===== config.mk =====
export PLATFORM = sky130hd
export DESIGN_NAME = gtsec_top
export DESIGN_NICKNAME = d
export VERILOG_FILES = /design/src/common/gtsec_pkg.sv /design/src/rtl/gtsec_top.sv
export VERILOG_INCLUDE_DIRS = /design/src /design/src/common
export SDC_FILE = /design/constraint.sdc
export NUM_CORES = 1
export LEC_CHECK = 0
export BUFFER_PORTS_ARGS = -buffer_cell sky130_fd_sc_hd__buf_2
export CORE_ASPECT_RATIO = 2
export CORE_UTILIZATION = 42
export DETAILED_ROUTE_END_ITERATION = 6
export GPL_TIMING_DRIVEN = 0
export PLACE_DENSITY = 0.57
export SYNTH_ARGS = -nofsm -noshare
export SYNTH_HDL_FRONTEND = slang
export SYNTH_SLANG_ARGS = --single-unit

===== constraint.sdc =====
create_clock -name clk -period 3.7 [get_ports clk]
set_input_delay 0.555 -clock clk [delete_from_list [all_inputs] [get_ports clk]]
set_output_delay 0.555 -clock clk [all_outputs]
set_load 0.03 [all_outputs]

===== src/common/gtsec_consts.svh =====
// Register offsets, field positions and reset values of the timer control block
`ifndef GTSEC_CONSTS_SVH
`define GTSEC_CONSTS_SVH
// ==========================================
// Register byte offsets
`define GTSEC_OFS_CTL0 8'h00
`define GTSEC_OFS_SMCFG 8'h08
`define GTSEC_OFS_CHCFG 8'h18
`define GTSEC_OFS_CNT 8'h24
`define GTSEC_OFS_CAR 8'h2c
`define GTSEC_OFS_CV 8'h34
`define GTSEC_OFS_DMACFG 8'h48
`define GTSEC_OFS_DMAWIN 8'h4c
`define GTSEC_OFS_DBG 8'h50
// ==========================================
// Field positions of the first control register
`define GTSEC_CTL0_CEN 0
`define GTSEC_CTL0_SPM 3
`define GTSEC_CTL0_DIR 4
`define GTSEC_CTL0_CAM_LO 5
`define GTSEC_CTL0_RELOAD_BUFFER_ENABLE 7
`define GTSEC_CTL0_SAMPLE_CLOCK_DIVIDER_LO 8
`define GTSEC_CTL0_MASK 16'h03ff
// Field positions of slave configuration
`define GTSEC_SM_SMC_LO 0
`define GTSEC_SM_TRIGGER_SOURCE_SELECT_LO 4
`define GTSEC_SM_EXT_TRIGGER_FILTER_CTL_LO 8
`define GTSEC_SM_EXT_TRIGGER_PRESCALE_LO 12
`define GTSEC_SM_ETP 15
`define GTSEC_SMCFG_MASK 16'hff77
// Field positions of channel configuration
`define GTSEC_CH_FLT_LO 0
`define GTSEC_CH_FEN 4
`define GTSEC_CH_MODE_LO 5
// Field positions of burst configuration
`define GTSEC_DMA_START_LO 0
`define GTSEC_DMA_LEN_LO 8
`define GTSEC_DMACFG_MASK 16'h1f1f
// ==========================================
// Reset values
`define GTSEC_RST_16 16'h0000
`define GTSEC_RST_CAR 16'hffff
`endif


===== src/common/gtsec_pkg.sv =====
// Types shared by the timer control block
package gtsec_pkg;
   // ==========================================
   // Slave mode select encodings
   typedef enum logic [2:0] {
      GTSEC_SM_OFF = 3'h0,
      GTSEC_SM_ENC_A = 3'h1,
      GTSEC_SM_ENC_B = 3'h2,
      GTSEC_SM_ENC_AB = 3'h3,
      GTSEC_SM_RESTART = 3'h4,
      GTSEC_SM_PAUSE = 3'h5,
      GTSEC_SM_EVENT = 3'h6,
      GTSEC_SM_RSV = 3'h7
   } gtsec_smode_t;
   // Register bus request
   typedef struct packed {
      logic [7:0] addr;
      logic [31:0] wdata;
      logic we;
      logic re;
   } gtsec_bus_req_t;
   // Whole block state
   typedef struct packed {
      logic [15:0] ctl0;
      logic [15:0] smcfg;
      logic [7:0] chcfg;
      logic [15:0] cnt;
      logic [15:0] car_pre;
      logic [15:0] car_act;
      logic [15:0] cv;
      logic [15:0] dmacfg;
      logic freeze;
      logic [5:0] dma_left;
      logic [4:0] dma_idx;
      logic dma_req;
      logic [2:0] filt_out;
      logic [2:0][3:0] filt_cnt;
      logic fa_prev;
      logic fb_prev;
      logic trig_prev;
      logic ext_prev;
      logic [2:0] psc;
      logic [1:0] tick_cnt;
      logic oref;
      logic upd;
      logic [31:0] rdata;
   } gtsec_state_t;
endpackage : gtsec_pkg


===== src/rtl/gtsec_top.sv =====
// Timer slave controller, encoder counting, one-shot and burst window
//
// Implementation choice: the plain strobed port.
`timescale 1ns/1ps
`include "gtsec_consts.svh"

// Overview of operation
// - Slave mode 1/2/3 picks encoder source
// - Encoder edges set direction bit by hardware
// - Encoder counts between zero and reload
// - Edge and level table decides up/down
// - Modes 4/5/6 are restart, pause, event
// - Trigger select picks internal, channel, external
// - Filters and prescaler per trigger class
// - Restart clears counter on trigger rise
// - Pause holds counter while trigger low
// - Event mode starts counter on rise
// - One-shot stops counter at update
// - Run write or trigger starts pulse
// - Software stop holds, hardware stop reinitialises
// - Fast enable forces post-match reference
// - Burst window redirects to indexed register
// - Length plus one requests, stepping by four
// - Debug halt with freeze stops counter
// - Clock divider sets filter sample tick
// - Reload buffer enable selects shadowed reload
// - Alignment mode edge or center variants
// - Direction read-only in center or encoder
module gtsec_top #(
   parameter int CNT_W = 16
) (
   input wire logic clk,
   input wire logic resetn,
   input wire logic [7:0] bus_addr,
   input wire logic [31:0] bus_wdata,
   input wire logic bus_we,
   input wire logic bus_re,
   output logic [31:0] bus_rdata,
   input wire logic quad_input_a,
   input wire logic quad_input_b,
   input wire logic ext_trigger_in,
   input wire logic [3:0] internal_trigger,
   input wire logic core_halted,
   input wire logic dma_event,
   output logic dma_req,
   output logic [CNT_W-1:0] count_value,
   output logic count_down,
   output logic update_pulse,
   output logic channel_output_reference
);

   // ==========================================
   // Helper functions

   // Filter length per filter code; 0 passes at the first sample
   function automatic logic [3:0] filt_len(input logic [3:0] code);
      logic [3:0] n;
      n = 4'h8;
      case (code)
         4'h0: n = 4'h1;
         4'h1: n = 4'h2;
         4'h2: n = 4'h4;
         4'h4, 4'h6, 4'h8, 4'hb, 4'he: n = 4'h6;
         4'ha, 4'hd: n = 4'h5;
         default: n = 4'h8;
      endcase
      return n;
   endfunction : filt_len

   // One count step with wrap; bit 16 flags the update event
   function automatic logic [16:0] step(input logic [15:0] c, input logic [15:0] top,
                                        input logic up);
      logic [16:0] r;
      r = {1'b0, c};
      if (up) begin
         r = (c >= top) ? 17'h10000 : {1'b0, c + 16'h0001};
      end else begin
         r = (c == 16'h0000) ? {1'b1, top} : {1'b0, c - 16'h0001};
      end
      return r;
   endfunction : step

   // Register write; ofs is already resolved past the burst window
   function automatic gtsec_pkg::gtsec_state_t reg_wr(input gtsec_pkg::gtsec_state_t st,
                                                      input logic [7:0] ofs,
                                                      input logic [15:0] d,
                                                      input logic dir_ro);
      gtsec_pkg::gtsec_state_t r;
      r = st;
      case (ofs)
         `GTSEC_OFS_CTL0: begin
            r.ctl0 = d & `GTSEC_CTL0_MASK;
            // Direction stays hardware owned in center or encoder mode
            if (dir_ro) begin
               r.ctl0[`GTSEC_CTL0_DIR] = st.ctl0[`GTSEC_CTL0_DIR];
            end
         end
         `GTSEC_OFS_SMCFG: r.smcfg = d & `GTSEC_SMCFG_MASK;
         `GTSEC_OFS_CHCFG: r.chcfg = d[7:0];
         `GTSEC_OFS_CNT: r.cnt = d;
         `GTSEC_OFS_CAR: begin
            r.car_pre = d;
            // Unbuffered reload takes effect at once
            if (!st.ctl0[`GTSEC_CTL0_RELOAD_BUFFER_ENABLE]) begin
               r.car_act = d;
            end
         end
         `GTSEC_OFS_CV: r.cv = d;
         `GTSEC_OFS_DMACFG: r.dmacfg = d & `GTSEC_DMACFG_MASK;
         `GTSEC_OFS_DBG: r.freeze = d[0];
         default: r = st; // Unmapped writes are dropped
      endcase
      return r;
   endfunction : reg_wr

   // Register read; unmapped offsets read zero
   function automatic logic [15:0] reg_rd(input gtsec_pkg::gtsec_state_t st,
                                          input logic [7:0] ofs);
      logic [15:0] v;
      v = 16'h0000;
      case (ofs)
         `GTSEC_OFS_CTL0: v = st.ctl0;
         `GTSEC_OFS_SMCFG: v = st.smcfg;
         `GTSEC_OFS_CHCFG: v = {8'h00, st.chcfg};
         `GTSEC_OFS_CNT: v = st.cnt;
         `GTSEC_OFS_CAR: v = st.car_pre;
         `GTSEC_OFS_CV: v = st.cv;
         `GTSEC_OFS_DMACFG: v = st.dmacfg;
         `GTSEC_OFS_DBG: v = {15'h0000, st.freeze};
         default: v = 16'h0000;
      endcase
      return v;
   endfunction : reg_rd

   // ==========================================
   // State
   gtsec_pkg::gtsec_state_t state_q; // All registered state
   gtsec_pkg::gtsec_state_t state_d; // Next state
   gtsec_pkg::gtsec_bus_req_t req; // Bus request bundle

   assign req = '{addr: bus_addr, wdata: bus_wdata, we: bus_we, re: bus_re};

   // ==========================================
   // Next-state logic
   always_comb begin
      gtsec_pkg::gtsec_smode_t smode;
      logic [2:0] raw;
      logic [3:0] n;
      logic [3:0] code;
      logic tick;
      logic fa;
      logic fb;
      logic a_edge;
      logic b_edge;
      logic ext_lv;
      logic ext_p;
      logic trig;
      logic trig_rise;
      logic enc;
      logic dir_ro;
      logic halt;
      logic run;
      logic up;
      logic [16:0] st;
      logic [7:0] ofs;
      logic win;
      logic pwm;
      logic [2:0] mode;
      smode = gtsec_pkg::gtsec_smode_t'(state_q.smcfg[2:0]);
      raw = 3'h0;
      n = 4'h1;
      code = 4'h0;
      tick = 1'b0;
      up = 1'b0;
      st = 17'h00000;
      fa = 1'b0;
      fb = 1'b0;
      a_edge = 1'b0;
      b_edge = 1'b0;
      ext_lv = 1'b0;
      ext_p = 1'b0;
      trig = 1'b0;
      trig_rise = 1'b0;
      enc = 1'b0;
      dir_ro = 1'b0;
      halt = 1'b0;
      run = 1'b0;
      ofs = 8'h00;
      win = 1'b0;
      pwm = 1'b0;
      mode = 3'h0;
      state_d = state_q;
      state_d.upd = 1'b0;
      state_d.rdata = 32'h00000000;

      // Sample tick divider: 1, 2 or 4 kernel cycles; the reserved code runs at 1
      state_d.tick_cnt = state_q.tick_cnt + 2'h1;
      case (state_q.ctl0[9:8])
         2'h1: tick = state_q.tick_cnt[0];
         2'h2: tick = (state_q.tick_cnt == 2'h3);
         default: tick = 1'b1;
      endcase

      // Digital filters: channels use the capture setting, external its own
      raw = {ext_trigger_in ^ state_q.smcfg[`GTSEC_SM_ETP], quad_input_b, quad_input_a};
      for (int i = 0; i < 3; i++) begin
         code = (i == 2) ? state_q.smcfg[11:8] : state_q.chcfg[3:0];
         n = filt_len(code);
         if (tick) begin
            if (raw[i] == state_q.filt_out[i]) begin
               state_d.filt_cnt[i] = 4'h0;
            end else if (state_q.filt_cnt[i] + 4'h1 >= n) begin
               // Input stable for N samples: pass it on
               state_d.filt_out[i] = raw[i];
               state_d.filt_cnt[i] = 4'h0;
            end else begin
               state_d.filt_cnt[i] = state_q.filt_cnt[i] + 4'h1;
            end
         end
      end

      // Edge detection on filtered channel inputs
      fa = state_q.filt_out[0];
      fb = state_q.filt_out[1];
      a_edge = fa ^ state_q.fa_prev;
      b_edge = fb ^ state_q.fb_prev;
      state_d.fa_prev = fa;
      state_d.fb_prev = fb;

      // External trigger prescaler counts active edges only
      ext_lv = state_q.filt_out[2];
      state_d.ext_prev = ext_lv;
      if (ext_lv && !state_q.ext_prev) begin
         state_d.psc = state_q.psc + 3'h1;
      end
      case (state_q.smcfg[13:12])
         2'h1: ext_p = state_q.psc[0];
         2'h2: ext_p = state_q.psc[1];
         2'h3: ext_p = state_q.psc[2];
         default: ext_p = ext_lv;
      endcase

      // Trigger source select; internal triggers bypass filter and prescaler
      case (state_q.smcfg[6:4])
         3'h0, 3'h1, 3'h2, 3'h3: trig = internal_trigger[state_q.smcfg[5:4]];
         3'h4: trig = a_edge;
         3'h5: trig = fa;
         3'h6: trig = fb;
         default: trig = ext_p;
      endcase
      state_d.trig_prev = trig;
      trig_rise = trig && !state_q.trig_prev;

      enc = (smode == gtsec_pkg::GTSEC_SM_ENC_A) || (smode == gtsec_pkg::GTSEC_SM_ENC_B)
            || (smode == gtsec_pkg::GTSEC_SM_ENC_AB);
      dir_ro = enc || (state_q.ctl0[6:5] != 2'h0);

      // ==========================================
      // Register bus; the burst window maps onto start index plus four per step
      win = (req.addr == `GTSEC_OFS_DMAWIN);
      ofs = win ? 8'({state_q.dmacfg[4:0] + state_q.dma_idx, 2'b00}) : req.addr;
      if (req.we) begin
         state_d = reg_wr(state_d, ofs, req.wdata[15:0], dir_ro);
      end
      if (req.re) begin
         state_d.rdata = {16'h0000, reg_rd(state_q, ofs)};
      end

      // Burst sequencer: a fresh event restarts the whole sequence
      if (dma_event) begin
         state_d.dma_left = 6'(state_q.dmacfg[12:8]) + 6'h01;
         state_d.dma_idx = 5'h00;
         state_d.dma_req = 1'b1;
      end else if (win && (req.we || req.re) && state_q.dma_left != 6'h00) begin
         state_d.dma_left = state_q.dma_left - 6'h01;
         state_d.dma_idx = state_q.dma_idx + 5'h01;
         state_d.dma_req = (state_q.dma_left != 6'h01);
      end

      // ==========================================
      // Counter core
      halt = core_halted && state_q.freeze;
      // Event mode and one-shot trigger start; set beats a same-cycle software clear
      if (trig_rise && (smode == gtsec_pkg::GTSEC_SM_EVENT)) begin
         state_d.ctl0[`GTSEC_CTL0_CEN] = 1'b1;
      end
      if (trig_rise && state_q.ctl0[`GTSEC_CTL0_SPM] && !enc) begin
         state_d.ctl0[`GTSEC_CTL0_CEN] = 1'b1;
      end
      run = state_q.ctl0[`GTSEC_CTL0_CEN] && !halt;

      if (enc) begin
         // Direction follows the edge against the other input level
         if (run && a_edge && (smode != gtsec_pkg::GTSEC_SM_ENC_B)) begin
            up = fa ^ fb;
            st = step(state_q.cnt, state_q.car_act, up);
            state_d.cnt = st[15:0];
            state_d.upd = st[16];
            state_d.ctl0[`GTSEC_CTL0_DIR] = !up;
         end else if (run && b_edge && (smode != gtsec_pkg::GTSEC_SM_ENC_A)) begin
            up = fa ~^ fb;
            st = step(state_q.cnt, state_q.car_act, up);
            state_d.cnt = st[15:0];
            state_d.upd = st[16];
            state_d.ctl0[`GTSEC_CTL0_DIR] = !up;
         end
      end else if (trig_rise && (smode == gtsec_pkg::GTSEC_SM_RESTART)) begin
         // Restart clears and raises a slave update event
         state_d.cnt = 16'h0000;
         state_d.upd = 1'b1;
      end else if (run && !((smode == gtsec_pkg::GTSEC_SM_PAUSE) && !trig)) begin
         up = !state_q.ctl0[`GTSEC_CTL0_DIR];
         st = step(state_q.cnt, state_q.car_act, up);
         if (state_q.ctl0[6:5] != 2'h0) begin
            // Center-aligned: turn round at the ends instead of wrapping
            if (up && state_q.cnt >= state_q.car_act) begin
               st = {1'b1, state_q.cnt - 16'h0001};
               state_d.ctl0[`GTSEC_CTL0_DIR] = 1'b1;
            end else if (!up && state_q.cnt == 16'h0000) begin
               st = 17'h10001;
               state_d.ctl0[`GTSEC_CTL0_DIR] = 1'b0;
            end
         end
         state_d.cnt = st[15:0];
         state_d.upd = st[16];
      end

      // Update event: load shadow, end a one-shot pulse
      if (state_d.upd) begin
         if (state_q.ctl0[`GTSEC_CTL0_RELOAD_BUFFER_ENABLE]) begin
            state_d.car_act = state_q.car_pre;
         end
         if (state_q.ctl0[`GTSEC_CTL0_SPM]) begin
            state_d.ctl0[`GTSEC_CTL0_CEN] = 1'b0;
            // Hardware stop reinitialises; a software stop never reaches here
            state_d.cnt = state_d.ctl0[`GTSEC_CTL0_DIR] ? state_q.car_act : 16'h0000;
         end
      end

      // ==========================================
      // Output reference of the channel
      mode = state_q.chcfg[7:5];
      pwm = (mode == 3'h6) || (mode == 3'h7);
      case (mode)
         3'h1: if (state_q.cnt == state_q.cv) state_d.oref = 1'b1;
         3'h2: if (state_q.cnt == state_q.cv) state_d.oref = 1'b0;
         3'h3: if (state_q.cnt == state_q.cv) state_d.oref = !state_q.oref;
         3'h4: state_d.oref = 1'b0;
         3'h5: state_d.oref = 1'b1;
         3'h6: state_d.oref = (state_q.cnt < state_q.cv);
         3'h7: state_d.oref = !(state_q.cnt < state_q.cv);
         default: state_d.oref = state_q.oref;
      endcase
      // Fast enable skips the compare latency on a one-shot trigger
      if (trig_rise && pwm && state_q.chcfg[`GTSEC_CH_FEN] && state_q.ctl0[`GTSEC_CTL0_SPM]) begin
         state_d.oref = (mode == 3'h7);
      end
   end

   // ==========================================
   // State register
   always_ff @(posedge clk or negedge resetn) begin
      if (!resetn) begin
         state_q <= '0;
         state_q.car_pre <= `GTSEC_RST_CAR;
         state_q.car_act <= `GTSEC_RST_CAR;
      end else begin
         state_q <= state_d;
      end
   end

   // ==========================================
   // Outputs straight from flip-flops
   assign bus_rdata = state_q.rdata;
   assign dma_req = state_q.dma_req;
   assign count_value = CNT_W'(state_q.cnt);
   assign count_down = state_q.ctl0[`GTSEC_CTL0_DIR];
   assign update_pulse = state_q.upd;
   assign channel_output_reference = state_q.oref;

endmodule : gtsec_top

==> results.md <==
* H-tree lvl count at 4
* Part of the power in combinational logic at 51.6%
* Critical path type: reg2reg
* CP Buf/Inv Count at 1
* Outcome: completed
* Top-area cell type share of the netlist area at 28.39%
* Power consumption at 8.617 mW
* Cell area after synthesis at 11370 sq um
* Peak supply drop at 0.4308 mV
* I/O Buffers at 69
* Via density at 5.884
* Initial Util at 42.94%
* DP Worst Slack at -1.213 ns
* CTS tree: built
* NetSw at 3.967 mW
* Core area at 26490 sq um
* Syn avg cell area at 9.171 sq um
* Area post-placement at 12240 sq um
* Register area share after synthesis at 35.78%
* Final nets at 1478
* Most frequent cells after synthesis: nand2_1, dfrtp_1, a21oi_1
* Vias in the first global route at 10.19k
* CP peak stage delay at 0.47 ns
* Critical path startpoint category: flip-flop
* Antenna violations before repair at 1
* Drt drc at 0
* Int Power at 4.650 mW
* Predominant post-synthesis flop cell: dfrtp_1
* Max cap viols at 0
* FP Rows at 84
* CP max FO at 10
* GR Overflow Total at 0
* First-pass GRT wire length at 61640 um
* Clk network pwr share at 20.2%
* Clk_lat worst skew at 0.45 ns
* Initial DRC count at 697
* Largest cells by area after synthesis: dfrtp_1, mux2_2, ha_1, dfstp_2, a21oi_1
* Ports at 105
* Post-synth cell types at 79
* Die area at 27780 sq um
* GP Congestion at 0.9730
* First-pass DRT Iterations at 5
* # diodes at 0
* Measured slew at the worst slew-check pin at 0.8909 ns
* Dominant cell type by area after synthesis: dfrtp_1
* Family with the most delay on the worst path: compound AO/OA/AOI/OAI gates
* Sw Ratio at 46.03%
* Share of cells above drive strength 1 at 25.75%
* Vias at 10.07k
* Post-route cell area at 13150 sq um
* Rel. slew slack at 40.60%
* F_max at 271.6 MHz
* Worst path slowest cell: a2111o_1
* Worst setup margin at 0.01763 ns
* Final hold vios at 0
* Clock skew at 0.009428 ns
* Clk sinks at 161
* Antenna-violating nets left at 0
* Fin cells at 1711
* Final WL at 40840 um
* Final setup TNS at 0 ns
* Global Route Usage Sum at 30.28%
* Die X at 118.4 um
* Synth Register Bits at 161
* Worst R2R Path Depth at 11
* Period utilization at 99.52%
* Placed insts at 1669
* Yosys warns at 0
* Cell Chain, Critical Path: ha_1, a21oi_1, a2111o_1, a31oi_4, nand4_1, or4_1, a32o_1, a21oi_4, buf_6, a21oi_1, a31oi_1
* Critical path required time at 4.01 ns
* Worst setup EP type: flip-flop
* Post-DR wirelength/cell at 23.87 um
* Fin util at 49.66%
* Post-route minimum period at 3.682 ns
* P_leak at 5.712 nW
* Most common cell in the netlist: nand2_1
* DP HPWL at 31790 um
* PwrDens at 655.1 nW/um^2
* Slew Limit Fails at 0
* Instance count on the critical path at 11
* Area grow syn2layout at 15.66%
* FFs w/ async S/R, synth at 100.0%
* Synth Instances at 1240
* Clock tree buffer depth at 2
* Worst EP arrival at 3.99 ns
* Clock slew at reported path FFs at 0.07 ns
* Die height at 234.7 um
* Critical Path Most Common Cell: a21oi_1
* Hold Path Class: in2async
* Flop pwr share at 28.3%
* Setup violators final at 0
* Final Hold Slack at 0.01597 ns
* Root Buffer: clkbuf_16
* Number of synthesized flops with an enable pin at 0
* Largest net degree at the start of global routing at 111
* CTS Buf Count at 17
power groups by stage:
| stage | combinational, mW | sequential (mW) | clock (mW) |
|---|---|---|---|
| after floorplan | 2.84 | 2.31 | 0 |
| after global placement | 4.04 | 2.43 | 0 |
| after detailed placement | 4.08 | 2.44 | 0 |
| after CTS | 4.21 | 2.41 | 1.77 |
| after global routing | 4.78 | 2.46 | 1.84 |
| final | 4.44 | 2.44 | 1.74 |
flip-flops by register name, summed over array words and instances (netlist names):
name                      flops
channel_output_reference      1
state_q                     125
dma_req                       1
count_value                  16
bus_rdata                    16
count_down                    1
update_pulse                  1
worst paths after layout:
path,from,to,slack (ns)
min in group clk,state_q[55],state_q[42],0.37
max,state_q[61],count_value[14],0.02
min,resetn,bus_rdata[15],0.02
max in group asynchronous,resetn,bus_rdata[7],2.75
min reg2reg,state_q[55],state_q[42],0.37
max reg2reg,state_q[61],count_value[14],0.02
layout by cell type (no fill, tap or decap), types with 53 or more instances in the layout:
cell,Yosys,final
o21ai_0,54,53
buf_2,9,73
nand2_1,131,129
mux2_2,79,79
a21oi_1,103,99
ha_1,69,68
buf_4,48,66
nor2_1,81,80
inv_1,58,58
dfrtp_1,129,129
what timing repair did:
| action | 4_1_cts | 5_1_grt |
|---|---|---|
| pin swaps | 3 | 6 |
| hold buffers | 0 | 0 |
| setup buffers | 6 | 10 |
| gates resized for setup | 32 | 28 |
| setup endpoints to repair | 76 | 85 |
worst register-to-register path: cells and delay by family, from the launching register on:
kind | cells | cell delay (ns)
compound gates | 7 | 1.91
fa+ha+maj | 1 | 0.37
buf+inv | 1 | 0.23
flops | 1 | 0.42
simple gates | 2 | 0.63
cell families (layout without fill, tap and decap cells):
kind of cell	count (synthesis)	count (layout)	share of synthesized area [%]
other cells	1	16	0.03298
fa+ha+maj	70	70	7.768
xor+xnor	56	56	4.313
buf+inv	172	284	7.526
mux	121	121	11.74
flops	161	161	35.78
simple gates	343	343	14.35
compound gates	316	316	18.49
layout make-up:
class	instances	area, sq um
buffer	109	654.4
clock buffer	18	439.2
clock inverter	13	127.6
fill	2582	13330
inverter	58	217.7
multi-input combinational	922	6699
sequential	161	4069
tap	344	430.4
timing repair buffer	86	515.5
metal layers:
layer / part of all wire (%) / global-route usage (%) / vias up / wire length (um)
li1: - / - / 4646 / -
met1: 33 / 28.81 / 4857 / 13370
met2: 54 / 57.02 / 390 / 22020
met3: 4.1 / 5.073 / 172 / 1694
met4: 9.2 / 22.65 / 2 / 3745
met5: 0.032 / 0 / - / 13
(Power assumes the default switching activity.)
